===== config.mk =====
export PLATFORM = sky130hd
export DESIGN_NAME = dma_channel_transfer_control
export DESIGN_NICKNAME = d
export VERILOG_FILES = /design/src/dma_channel_transfer_control.v
export VERILOG_INCLUDE_DIRS = /design/src /design/src/shared
export SDC_FILE = /design/constraint.sdc
export NUM_CORES = 2
export LEC_CHECK = 0
export BUFFER_PORTS_ARGS = -buffer_cell sky130_fd_sc_hd__buf_2
export CORE_ASPECT_RATIO = 0.9
export CORE_MARGIN = 10
export CORE_UTILIZATION = 40
export CTS_BUF_LIST = sky130_fd_sc_hd__clkbuf_16
export CTS_CLUSTER_SIZE = 30
export DETAILED_ROUTE_END_ITERATION = 6
export PLACE_DENSITY = 0.51
export SYNTH_ARGS = -nofsm -noshare
export SYNTH_HDL_FRONTEND = slang
export SYNTH_SLANG_ARGS = --single-unit

===== constraint.sdc =====
create_clock -name core_clk -period 14.1 [get_ports core_clk]
set_input_delay 2.82 -clock core_clk [delete_from_list [all_inputs] [get_ports core_clk]]
set_output_delay 2.82 -clock core_clk [all_outputs]
set_load 0.03 [all_outputs]

===== src/shared/dma_xfer_defs.vh =====
// offsets, field layouts and encodings of the dma channel transfer control
// included by the register file and engine; definitions only
`ifndef DMA_XFER_DEFS_VH
`define DMA_XFER_DEFS_VH

// byte offsets of the register words
`define OFS_CTRL        6'h00
`define OFS_MODE_PRI    6'h04
`define OFS_MODE_ALT    6'h08
`define OFS_COUNT_PRI   6'h0c
`define OFS_COUNT_ALT   6'h10
`define OFS_STATUS      6'h14
`define OFS_ID          6'h18

// control word fields
`define CTRL_CHAN_LSB   0
`define CTRL_CHAN_W     4
`define CTRL_ENABLE     4
`define CTRL_SWREQ      5
`define CTRL_ALTSEL     6
`define CTRL_SECOND     7
`define CTRL_ARB_LSB    8
`define CTRL_ARB_W      4

// mode encodings, three bits
`define MODE_HALTED         3'h0
`define MODE_REQUEST_DRIVEN 3'h1
`define MODE_RUN_TO_END     3'h2
`define MODE_DOUBLE_BUFFER  3'h3
`define MODE_MEM_LIST_PRI   3'h4
`define MODE_MEM_LIST_ALT   3'h5
`define MODE_PER_LIST_PRI   3'h6
`define MODE_PER_LIST_ALT   3'h7

`define COUNT_W         11
`define ARB_MAX_LOG2    4'ha
`define RD_UNMAPPED     32'h0000_0000

`endif


===== src/dma_channel_transfer_control.v =====
// dma channel transfer control: per-channel modes, counts, enables, requests
// assumes an avalon-mm master on the register side and peripherals that
// hold their request level while they want items moved
//
// Design decisions made here: register access over Avalon-MM and the placing of the registers.
`timescale 1ns/1ps
`include "dma_xfer_defs.vh"

module dma_channel_transfer_control #(
  parameter NCH     = 15,
  parameter SW_CH   = 14,
  parameter ID_CODE = 32'h0000_5a01  // arbitrary value
) (
  input  wire            core_clk,
  input  wire            rst_b,
  input  wire [5:0]      avs_address,
  input  wire            avs_read,
  input  wire            avs_write,
  input  wire [31:0]     avs_writedata,
  input  wire [3:0]      avs_byteenable,
  output reg  [31:0]     avs_readdata,
  output wire            avs_waitrequest,
  input  wire [NCH-1:0]  primary_req,
  input  wire [NCH-1:0]  alternate_req,
  input  wire            item_ready,
  output reg             item_move_ff,
  output reg  [3:0]      item_chan_ff,
  output reg             rearb_ff,
  output reg  [NCH-1:0]  periph_done_ff,
  output reg             sw_done_irq_ff
);

  // per-channel state in flip-flops, indexed by channel number
  reg [2:0]            mode_pri_ff   [0:NCH-1];
  reg [2:0]            mode_alt_ff   [0:NCH-1];
  reg [`COUNT_W-1:0]   cnt_pri_ff    [0:NCH-1];
  reg [`COUNT_W-1:0]   cnt_alt_ff    [0:NCH-1];
  reg [NCH-1:0]        enable_ff;
  reg [NCH-1:0]        use_alt_ff;
  reg [NCH-1:0]        second_ff;
  reg [NCH-1:0]        swreq_ff;
  reg [NCH-1:0]        running_ff;
  reg [3:0]            arb_ff        [0:NCH-1];
  reg [3:0]            sel_ff;
  reg                  ack_ff;
  reg [10:0]           burst_ff;

  // burst_ff counts items since the last arbitration point
  // one-hot engine states
  localparam [2:0] ST_IDLE = 3'b001;
  localparam [2:0] ST_MOVE = 3'b010;
  localparam [2:0] ST_DONE = 3'b100;
  // cur_ff holds the channel being served while not idle
  reg [2:0] state_ff;
  reg [3:0] cur_ff;

  wire       bus_req = avs_read | avs_write;
  // one wait cycle, answer on the second edge of the request
  assign avs_waitrequest = bus_req & ~ack_ff;
  // write lands only on the answer edge, never on the wait edge
  wire       wr_go = avs_write & ack_ff;
  // reads need no strobe: the mux below is steady while the request
  // is held, so the master takes data on the edge waitrequest is low
  wire [3:0] sel_ch = sel_ff;

  // a channel may only be served once enabled; the enable also masks
  // both peripheral lines and any pending software request, so a
  // disabled channel looks silent to the picker
  // effective request per channel: peripheral by assignment, or software
  reg [NCH-1:0] req_eff;
  integer k;
  always @* begin
    for (k = 0; k < NCH; k = k + 1) begin
      req_eff[k] = enable_ff[k] &
                   (swreq_ff[k] |
                    (second_ff[k] ? alternate_req[k] : primary_req[k]));
    end
  end

  // fixed priority keeps the picker small; a busy low channel in
  // request-driven mode can hold off higher channels between items,
  // which is the price of not keeping a round-robin pointer
  // first requesting channel, lowest number wins
  reg [3:0] pick;
  reg       pick_v;
  integer j;
  always @* begin
    pick = 4'h0;
    pick_v = 1'b0;
    for (j = NCH - 1; j >= 0; j = j - 1) begin
      if (req_eff[j] | (running_ff[j] & enable_ff[j])) begin
        pick = j[3:0];
        pick_v = 1'b1;
      end
    end
  end

  // view of the channel being served, through whichever structure
  // it currently uses; all engine decisions read these
  wire                cur_alt   = use_alt_ff[cur_ff];
  wire [2:0]          cur_mode  = cur_alt ? mode_alt_ff[cur_ff] : mode_pri_ff[cur_ff];
  wire [`COUNT_W-1:0] cur_cnt   = cur_alt ? cnt_alt_ff[cur_ff] : cnt_pri_ff[cur_ff];
  wire [10:0]         arb_len   = 11'h1 << arb_ff[cur_ff];
  // request-driven moves only while requested, others hold on once started
  wire cur_may = (cur_mode == `MODE_REQUEST_DRIVEN) ? req_eff[cur_ff] :
                 (running_ff[cur_ff] | req_eff[cur_ff]);
  wire last_item = (cur_cnt == {{(`COUNT_W-1){1'b0}}, 1'b1});

  // reads never have side effects, so a held read is harmless
  // register read mux; the inactive structure reads back as stored, halted or not
  always @* begin
    case (avs_address)
      `OFS_CTRL: avs_readdata = {20'h0, arb_ff[sel_ch], second_ff[sel_ch], use_alt_ff[sel_ch],
                                 swreq_ff[sel_ch], enable_ff[sel_ch], sel_ch};
      `OFS_MODE_PRI:  avs_readdata = {29'h0, mode_pri_ff[sel_ch]};
      `OFS_MODE_ALT:  avs_readdata = {29'h0, mode_alt_ff[sel_ch]};
      `OFS_COUNT_PRI: avs_readdata = {21'h0, cnt_pri_ff[sel_ch]};
      `OFS_COUNT_ALT: avs_readdata = {21'h0, cnt_alt_ff[sel_ch]};
      `OFS_STATUS:    avs_readdata = {17'h0, running_ff};
      `OFS_ID:        avs_readdata = ID_CODE;
      default:        avs_readdata = `RD_UNMAPPED;
    endcase
  end

  // bus handshake and channel select
  // ack_ff toggles once per request, so every access costs two edges
  // and back-to-back requests still see a fresh wait cycle
  always @(posedge core_clk) begin
    if (!rst_b) begin
      ack_ff <= 1'b0;
      sel_ff <= 4'h0;
    end else begin
      ack_ff <= bus_req & ~ack_ff;
      if (wr_go && avs_address == `OFS_CTRL && avs_byteenable[0])
        sel_ff <= avs_writedata[`CTRL_CHAN_LSB +: `CTRL_CHAN_W];
    end
  end

  // software and engine share these flip-flops; the engine writes
  // later in the same process, so its update lands when both
  // touch one field in one cycle, except swreq_ff, which is set again below
  // channel state: software writes and engine updates; engine wins a tie except on the software request, where the set wins
  integer c;
  always @(posedge core_clk) begin
    if (!rst_b) begin
      // all registered outputs low and no channel enabled after reset
      for (c = 0; c < NCH; c = c + 1) begin
        mode_pri_ff[c] <= `MODE_HALTED;
        mode_alt_ff[c] <= `MODE_HALTED;
        cnt_pri_ff[c]  <= {`COUNT_W{1'b0}};
        cnt_alt_ff[c]  <= {`COUNT_W{1'b0}};
        arb_ff[c]      <= 4'h0;
      end
      enable_ff      <= {NCH{1'b0}};
      use_alt_ff     <= {NCH{1'b0}};
      second_ff      <= {NCH{1'b0}};
      swreq_ff       <= {NCH{1'b0}};
      running_ff     <= {NCH{1'b0}};
      state_ff       <= ST_IDLE;
      cur_ff         <= 4'h0;
      burst_ff       <= 11'h0;
      item_move_ff   <= 1'b0;
      item_chan_ff   <= 4'h0;
      rearb_ff       <= 1'b0;
      periph_done_ff <= {NCH{1'b0}};
      sw_done_irq_ff <= 1'b0;
    end else begin
      // pulse outputs default low each edge; item_chan_ff keeps the last channel
      item_move_ff   <= 1'b0;
      rearb_ff       <= 1'b0;
      periph_done_ff <= {NCH{1'b0}};
      sw_done_irq_ff <= 1'b0;
      // software writes to the selected channel
      if (wr_go && sel_ch < NCH) begin
        case (avs_address)
          `OFS_CTRL: begin
            if (avs_byteenable[0]) begin
              enable_ff[sel_ch]  <= avs_writedata[`CTRL_ENABLE];
              use_alt_ff[sel_ch] <= avs_writedata[`CTRL_ALTSEL];
              second_ff[sel_ch]  <= avs_writedata[`CTRL_SECOND];
              if (avs_writedata[`CTRL_SWREQ])
                swreq_ff[sel_ch] <= 1'b1;
            end
            // sizes above the largest block are clipped, not wrapped
            if (avs_byteenable[1])
              arb_ff[sel_ch] <= (avs_writedata[`CTRL_ARB_LSB +: `CTRL_ARB_W] > `ARB_MAX_LOG2) ?
                                `ARB_MAX_LOG2 : avs_writedata[`CTRL_ARB_LSB +: `CTRL_ARB_W];
          end
          // list codes are folded onto the structure's own code
          `OFS_MODE_PRI:  if (avs_byteenable[0])
            mode_pri_ff[sel_ch] <= (avs_writedata[2:0] == `MODE_MEM_LIST_ALT) ? `MODE_MEM_LIST_PRI :
                                   (avs_writedata[2:0] == `MODE_PER_LIST_ALT) ? `MODE_PER_LIST_PRI :
                                   avs_writedata[2:0];
          `OFS_MODE_ALT:  if (avs_byteenable[0])
            mode_alt_ff[sel_ch] <= (avs_writedata[2:0] == `MODE_MEM_LIST_PRI) ? `MODE_MEM_LIST_ALT :
                                   (avs_writedata[2:0] == `MODE_PER_LIST_PRI) ? `MODE_PER_LIST_ALT :
                                   avs_writedata[2:0];
          // counts need both low lanes so a half-written count never
          // starts a transfer
          `OFS_COUNT_PRI: if (avs_byteenable[1:0] == 2'b11)
            cnt_pri_ff[sel_ch] <= avs_writedata[`COUNT_W-1:0];
          `OFS_COUNT_ALT: if (avs_byteenable[1:0] == 2'b11)
            cnt_alt_ff[sel_ch] <= avs_writedata[`COUNT_W-1:0];
          default: ;
        endcase
      end
      // engine sequencing
      case (state_ff)
        ST_IDLE: begin
          if (pick_v) begin
            cur_ff   <= pick;
            burst_ff <= 11'h0;
            state_ff <= ST_MOVE;
          end
        end
        ST_MOVE: begin
          // a channel disabled or halted under the engine is dropped
          // cleanly instead of moving a stray item
          if (!enable_ff[cur_ff] || cur_mode == `MODE_HALTED || cur_cnt == {`COUNT_W{1'b0}}) begin
            running_ff[cur_ff] <= 1'b0;
            swreq_ff[cur_ff]   <= 1'b0;
            state_ff <= ST_IDLE;
          end else if (!cur_may) begin
            state_ff <= ST_IDLE;
          // memory side back-pressure stalls without losing the slot
          end else if (item_ready) begin
            running_ff[cur_ff] <= 1'b1;
            swreq_ff[cur_ff]   <= 1'b0;
            item_move_ff <= 1'b1;
            item_chan_ff <= cur_ff;
            if (cur_alt)
              cnt_alt_ff[cur_ff] <= cur_cnt - 1'b1;
            else
              cnt_pri_ff[cur_ff] <= cur_cnt - 1'b1;
            // the last item goes to the done step, never to rearbitration
            if (last_item) begin
              state_ff <= ST_DONE;
            end else if (burst_ff + 11'h1 == arb_len) begin
              rearb_ff <= 1'b1;
              state_ff <= ST_IDLE;
            end else begin
              burst_ff <= burst_ff + 11'h1;
            end
          end
        end
        ST_DONE: begin
          // count already zero here
          if (cur_alt)
            mode_alt_ff[cur_ff] <= `MODE_HALTED;
          else
            mode_pri_ff[cur_ff] <= `MODE_HALTED;
          // double buffer and list modes hand over to the other
          // structure; the channel only drops out once both are halted
          if (cur_mode == `MODE_DOUBLE_BUFFER ||
              cur_mode[2] == 1'b1) begin
            use_alt_ff[cur_ff] <= ~cur_alt;
            if ((cur_alt ? mode_pri_ff[cur_ff] : mode_alt_ff[cur_ff]) == `MODE_HALTED) begin
              enable_ff[cur_ff]  <= 1'b0;
              running_ff[cur_ff] <= 1'b0;
            end
          end else begin
            enable_ff[cur_ff]  <= 1'b0;
            running_ff[cur_ff] <= 1'b0;
          end
          // software channel has its own line, peripherals their own
          if (cur_ff == SW_CH[3:0])
            sw_done_irq_ff <= 1'b1;
          else
            periph_done_ff[cur_ff] <= 1'b1;
          state_ff <= ST_IDLE;
        end
        default: state_ff <= ST_IDLE;
      endcase
      // a request written in the cycle the engine consumes the
      // previous one must not be lost: the set wins over the clear
      if (wr_go && sel_ch < NCH && avs_address == `OFS_CTRL && avs_byteenable[0] &&
          avs_writedata[`CTRL_SWREQ])
        swreq_ff[sel_ch] <= 1'b1;
    end
  end

endmodule // dma_channel_transfer_control


## Word level (Yosys, flattened, before mapping)

Memory sizes are Yosys's and may differ from the RTL's. A register that Yosys moved wholly into a read port is not among the register bits.
Cells that the tools add are included.

| storage, ports and cells | value |
|---|---|
| register bits | 120 |
| bits in latches | 0 |
| bits in writable memories | 480 |
| bits in read-only memories | 0 |
| input port bits | 77 |
| word-level logic and storage cells | 392 |
| memories | 5 |

| cells by class | value |
|---|---|
| add/subtract/negate cells | 2 |
| multiply operators | 0 |
| div/mod/pow operators | 0 |
| magnitude comparators | 6 |
| equal/unequal tests | 30 |
| shift operators | 1 |
| muxes and demuxes | 217 |
| bitwise operators | 79 |
| reductions and logical operators | 37 |

Memories:

| name | depth | width | read ports | clocked after Yosys merged registers in | write ports | RTL line | source |
|---|---|---|---|---|---|---|---|
| cnt_alt_ff | 15 | 11 | 2 | 2 | 15 | dma_channel_transfer_control.v:37 | `` reg [`COUNT_W-1:0] cnt_alt_ff [0:NCH-1]; `` |
| cnt_pri_ff | 15 | 11 | 2 | 2 | 15 | dma_channel_transfer_control.v:36 | `` reg [`COUNT_W-1:0] cnt_pri_ff [0:NCH-1]; `` |
| arb_ff | 15 | 4 | 2 | 2 | 15 | dma_channel_transfer_control.v:43 | `reg [3:0] arb_ff [0:NCH-1];` |
| mode_alt_ff | 15 | 3 | 2 | 2 | 15 | dma_channel_transfer_control.v:35 | `reg [2:0] mode_alt_ff [0:NCH-1];` |
| mode_pri_ff | 15 | 3 | 2 | 2 | 15 | dma_channel_transfer_control.v:34 | `reg [2:0] mode_pri_ff [0:NCH-1];` |

Operators with widths:

| cell | count |
|---|---|
| $mux 15 | 29 |
| $mux 4 | 46 |
| $mux 11 | 11 |
| $pmux 15 s7 | 1 |
| $mux 1 | 97 |
| $bwmux 15 | 4 |
| $mux 3 | 16 |
| $and 15x15->15 | 3 |
| $or 15x15->15 | 3 |
| $reduce_or 11->1 | 4 |
| $and 1x1->1 | 32 |
| $bmux 1 s4 | 8 |
| $or 1x1->1 | 32 |
| $pmux 15 s2 | 1 |
| $pmux 11 s2 | 1 |
| $eq 6x5->1 const B | 3 |
| $eq 3x3->1 const B | 5 |
| $not 15->15 | 1 |
| $reduce_or 3->1 | 5 |
| $eq 6x4->1 const B | 2 |
| $ne 2x2->1 const B | 6 |
| $add 11x1->11 const B | 1 |
| $eq 11x1->1 const B | 1 |
| $eq 11x11->1 | 1 |
| other kinds (30) | 59 |

## Longest topological paths before layout

| depth | value |
|---|---|
| word-level depth | 22 |
| mapped depth | 17 |
| mapped depth without buffers | 11 |

## Least setup slack after synthesis

OpenSTA, ideal clock, no wires.

| timing | value |
|---|---|
| kind | input to output |
| start point | in avs_address[3] |
| end point | out avs_readdata[2] |
| data arrival time | 4.285 ns |
| path slack | 6.995 ns |
| cell stages on the path | 7 |
| buffers on the path | 3 |
| path through | clkbuf_1 nor2b_1 and3_1 clkbuf_1 clkbuf_1 a221oi_1 o21ai_0 |

| on the way | value |
|---|---|
| longest elaborated chain between the ends | 2 |
| elaborated cells between the ends (all ways) | 8 |
| classes of those cells | 6 x eq/ne; 1 x mux; 1 x reduce/logical |

RTL lines:

| element | RTL line | source |
|---|---|---|
| from (decl) | dma_channel_transfer_control.v:16 | `input wire [5:0] avs_address,` |
| $eq 6x5->1, or another cell as far along | dma_channel_transfer_control.v:112 | `case (avs_address)` |
| $pmux 15 s7 (*) | dma_channel_transfer_control.v:112 |  |
| to (decl) | dma_channel_transfer_control.v:21 | `output reg [31:0] avs_readdata,` |

Every way passes the cells marked *; elsewhere a longest branch is shown, timed or not.

## Worst setup path after layout

| timing | value |
|---|---|
| start point | in avs_address[2] |
| end point | out avs_readdata[9] |

The elaborated chain is that of the path after synthesis.

==> metrics.md <==
| Metric | Value |
|---|---|
| Max-slew violation count | 0 |
| Buffers added on ports | between 90 and 100 |
| Number of antenna violations at the first check in global routing | 7 |
| Post-route DRC violation count | 0 |
| Global-route wire length before repair | roughly 220,000 um |
| Worst slew margin relative to its limit | around a tenth |
| GRT Resource Usage Total | a little over a quarter |
| Number of CTS-inserted buffers | 76 |
| Required time at the worst-slack endpoint | 11,280 ps |
| Worst R2R End | cnt_pri_ff[12][1]$_DFFE_PP_ |
| Detailed-routing iteration count for the pre-antenna-repair pass | 7 |
| Largest area contributor in the synthesized netlist | sky130_fd_sc_hd__edfxtp_1 |
| Mean post-synth cell area | about 11 um2 |
| Leading cell types by count after synthesis | 591 x sky130_fd_sc_hd__nand2_1, 416 x sky130_fd_sc_hd__edfxtp_1, 363 x sky130_fd_sc_hd__mux2i_1, 325 x sky130_fd_sc_hd__mux4_2 |
| Fraction of post-synthesis cell area in the top cell type by area | 32.2% |
| Count of clock tree sinks | 640 |
| Standard-cell row count | 108 |
| Max-Cap Viols | 0 |
| Final Wtd Congestion | roughly 1.0 |
| FF-to-FF setup slack | approximately 6300 ps |
| Main area contributors after synthesis | sky130_fd_sc_hd__edfxtp_1 32%, sky130_fd_sc_hd__mux4_2 19%, sky130_fd_sc_hd__dfxtp_1 12% |
| Beginning of the critical path | avs_address[2] |
| Initial Util | approximately 40% |
| Overall power of the completed layout | 4.21 mW |
| RSZ-0062 raised after global routing | no |
| Distinct cells, synth | roughly 80 |
| Maximum number of pins on one net before global-route repair | between 150 and 200 |
| Worst IR Drop VDD | 0.0843 mV |
| Clock tree from TritonCTS | done |
| Number of top-level pins | around 130 |
| Final ANT Viol Nets | 0 |
| Max Fclk | roughly 130 MHz |
| Total wire length after detailed routing | roughly 150,000 um |
| Hold Buf Count CTS | 0 |
| Clk root buf | sky130_fd_sc_hd__clkbuf_16 |
| Fin crit share | between 50% and 60% |
| Via count of the first global-routing pass | 29,606 |
| Sum Neg Setup Slack | 0 ps |
| Final setup violating endpoints | 0 |
| Power density cells | between 90 and 100 nW/um2 |
| Initial DRC Count | ~4,500 |
| H-Tree Depth | 3 |
| Critical Path Start Type | primary input |
| Synthesized area | around 39,000 um2 |
| Die boundary width | approximately 350 um |
| Overall die area | between 100,000 and 150,000 um2 |
| Die Height | between 300 and 400 um |
| Number of cells produced by synthesis | between 3,000 and 4,000 |
| Number of flops mapped to enable cells by yosys | between 400 and 500 |
| # nets final | roughly 3,400 |
| Hold Crit Class | reg -> reg |
| Category of the worst setup path capture point | primary output |
| Static leakage | approximately 16 nW |
| R2r worst-path depth | 12 |
| Share of cells above drive strength 1 | a little over a fifth |
| Least-Margin Pin Slew | around 1300 ps |
| Wirelength per Cell | 32.1 um |
| Signed area change from the synthesized netlist to the final layout | 9.82% |
| Fill count | 8,897 |
| Total via count in the routed design | 30,601 |
| Clock latency at the later pin of the worst-skew pair | 660 ps |
| Resized cells post-CTS | 0 |
| Std-Cell Core Area | a little under 100,000 um2 |
| Crit-path max FO | 15 |
| Maximum number of buffers from clock root to sink | 3 |
| Synth Register Bits | 640 |
| Crit path time final | between 7000 and 8000 ps |
| Worst hold path cell count | 0 |
| Outcome | complete, no violations |
| Total number of yosys warnings | 0 |
| Post-CTS Setup Repair Bufs | 0 |
| Setup Crit Path Kind | in -> out |
| Layout Skew | 40.7 ps |
| Post-detailed-placement half-perimeter wirelength | a little over 100,000 um |
| Total congestion overflow after global routing | 0 |
| Most common cell in the synthesized netlist | sky130_fd_sc_hd__nand2_1 |
| FFs w/ async S/R, synth | 0% |
| Clock transition at the register clock pins on the worst setup and hold paths after CTS | ~60 ps |
| Most used DFF post-synth | sky130_fd_sc_hd__edfxtp_1 |
| Data arrival at the endpoint of the critical path | roughly 5100 ps |
| Number of failing hold endpoints at the final stage | 0 |
| CP Capture Point | avs_readdata[9] |
| Post-DR vias/cell | ~6.6 |
| Post-synthesis sequential area ratio | about 44% |
[flip-flops by register name, indices dropped and copies added (netlist names), 48 cells and up, named ones only]
| signal | cells |
|---|---|
| mode_pri_ff | 48 |
| arb_ff | 64 |
| cnt_pri_ff | 176 |
| mode_alt_ff | 48 |
| cnt_alt_ff | 176 |
[stage by stage]
step | area (um2) | setup WS, ps | instances | utilization (%) | hold WS [ps]
3_3_place_gp | 40200 | 6290 | 4520 | 41.7 | 353
2_1_floorplan | 38900 | 6990 | 3447 | - | 417
4_1_cts | 42600 | 6310 | 4656 | 44.2 | 365
6_report | 42600 | 6150 | 4657 | 44.2 | 366
5_1_grt | 42600 | 6040 | 4656 | 44.2 | 374
3_5_place_dp | 40200 | 6320 | 4520 | 41.7 | 357
[worst min-delay path by stage]
stage	start	end	slack, ps
global placement	mode_alt_ff[15][1]$_SDFFE_PP0P_	mode_alt_ff[15][1]$_SDFFE_PP0P_	350
CTS	mode_alt_ff[15][1]$_SDFFE_PP0P_	mode_alt_ff[15][1]$_SDFFE_PP0P_	370
floorplan	mode_alt_ff[15][0]$_SDFFE_PP0P_	mode_alt_ff[15][0]$_SDFFE_PP0P_	420
global route	mode_alt_ff[15][2]$_SDFFE_PP0P_	mode_alt_ff[15][2]$_SDFFE_PP0P_	370
finish	mode_alt_ff[15][1]$_SDFFE_PP0P_	mode_alt_ff[15][1]$_SDFFE_PP0P_	370
detailed placement	mode_alt_ff[15][1]$_SDFFE_PP0P_	mode_alt_ff[15][1]$_SDFFE_PP0P_	360
[cells in the final DEF, fill, tap and decap left out, drive strengths merged, types with 39 or more instances in the layout]
cell and n:
nand2 591, edfxtp 416, mux2i 363, mux4 325, nor2 260, dfxtp 224, buf 195, nand3 140
a21oi 112, clkbuf 81, o21ai 55, nand4 48, conb 44, a22oi 41, nor3 39
[critical path, stage by stage]
cell	delay [ps]
sky130_fd_sc_hd__buf_2	200
sky130_fd_sc_hd__nor2b_1	180
sky130_fd_sc_hd__and3_1	470
sky130_fd_sc_hd__a221oi_1	760
sky130_fd_sc_hd__nand2_1	390
sky130_fd_sc_hd__buf_2	290
[kinds of logic (layout without fill, tap and decap cells)]
| group | count (synthesis) | in the layout | share of synthesized area [%] |
|---|---|---|---|
| AO/OA/AOI/OAI | 420 | 420 | 7.49 |
| XOR/XNOR | 18 | 18 | 0.407 |
| adder cells (fa/ha/maj) | 3 | 3 | 0.0968 |
| buffers and inverters | 400 | 344 | 4.71 |
| flip-flops | 640 | 640 | 43.8 |
| multiplexers | 710 | 710 | 28.9 |
| other | 1 | 45 | 0.00967 |
| AND/OR/NAND/NOR | 1212 | 1212 | 14.6 |
[report_power, final]
part           total [mW]  internal, mW  switching (mW)
combinational       0.221        0.0594           0.161
clock                1.93          1.08           0.851
sequential           2.06          2.04          0.0253
total                4.21          3.18            1.04
[final cells by class]
cell class              instances  area, um2  area share, %
well taps                    1265       1580           3.72
clock buffers                  80       2000           4.70
diodes                          1       2.50        0.00588
repair buffers                196       1300           3.05
multi-input cells            2407      20300           47.7
flip-flops and latches        640      17000           39.9
inverters                      12       45.0          0.106
clock inverters                56        355          0.835
[metal layers]
metal | global-route usage [%] | share of wire (%) | vias up
li1 | - | - | 12746
met1 | 37.0 | 41 | 15551
met2 | 39.3 | 43 | 2003
met3 | 7.34 | 12 | 293
met4 | 9.64 | 4.0 | 8
met5 | 0 | 0.037 | -
Power figures use the tool's default switching activity.
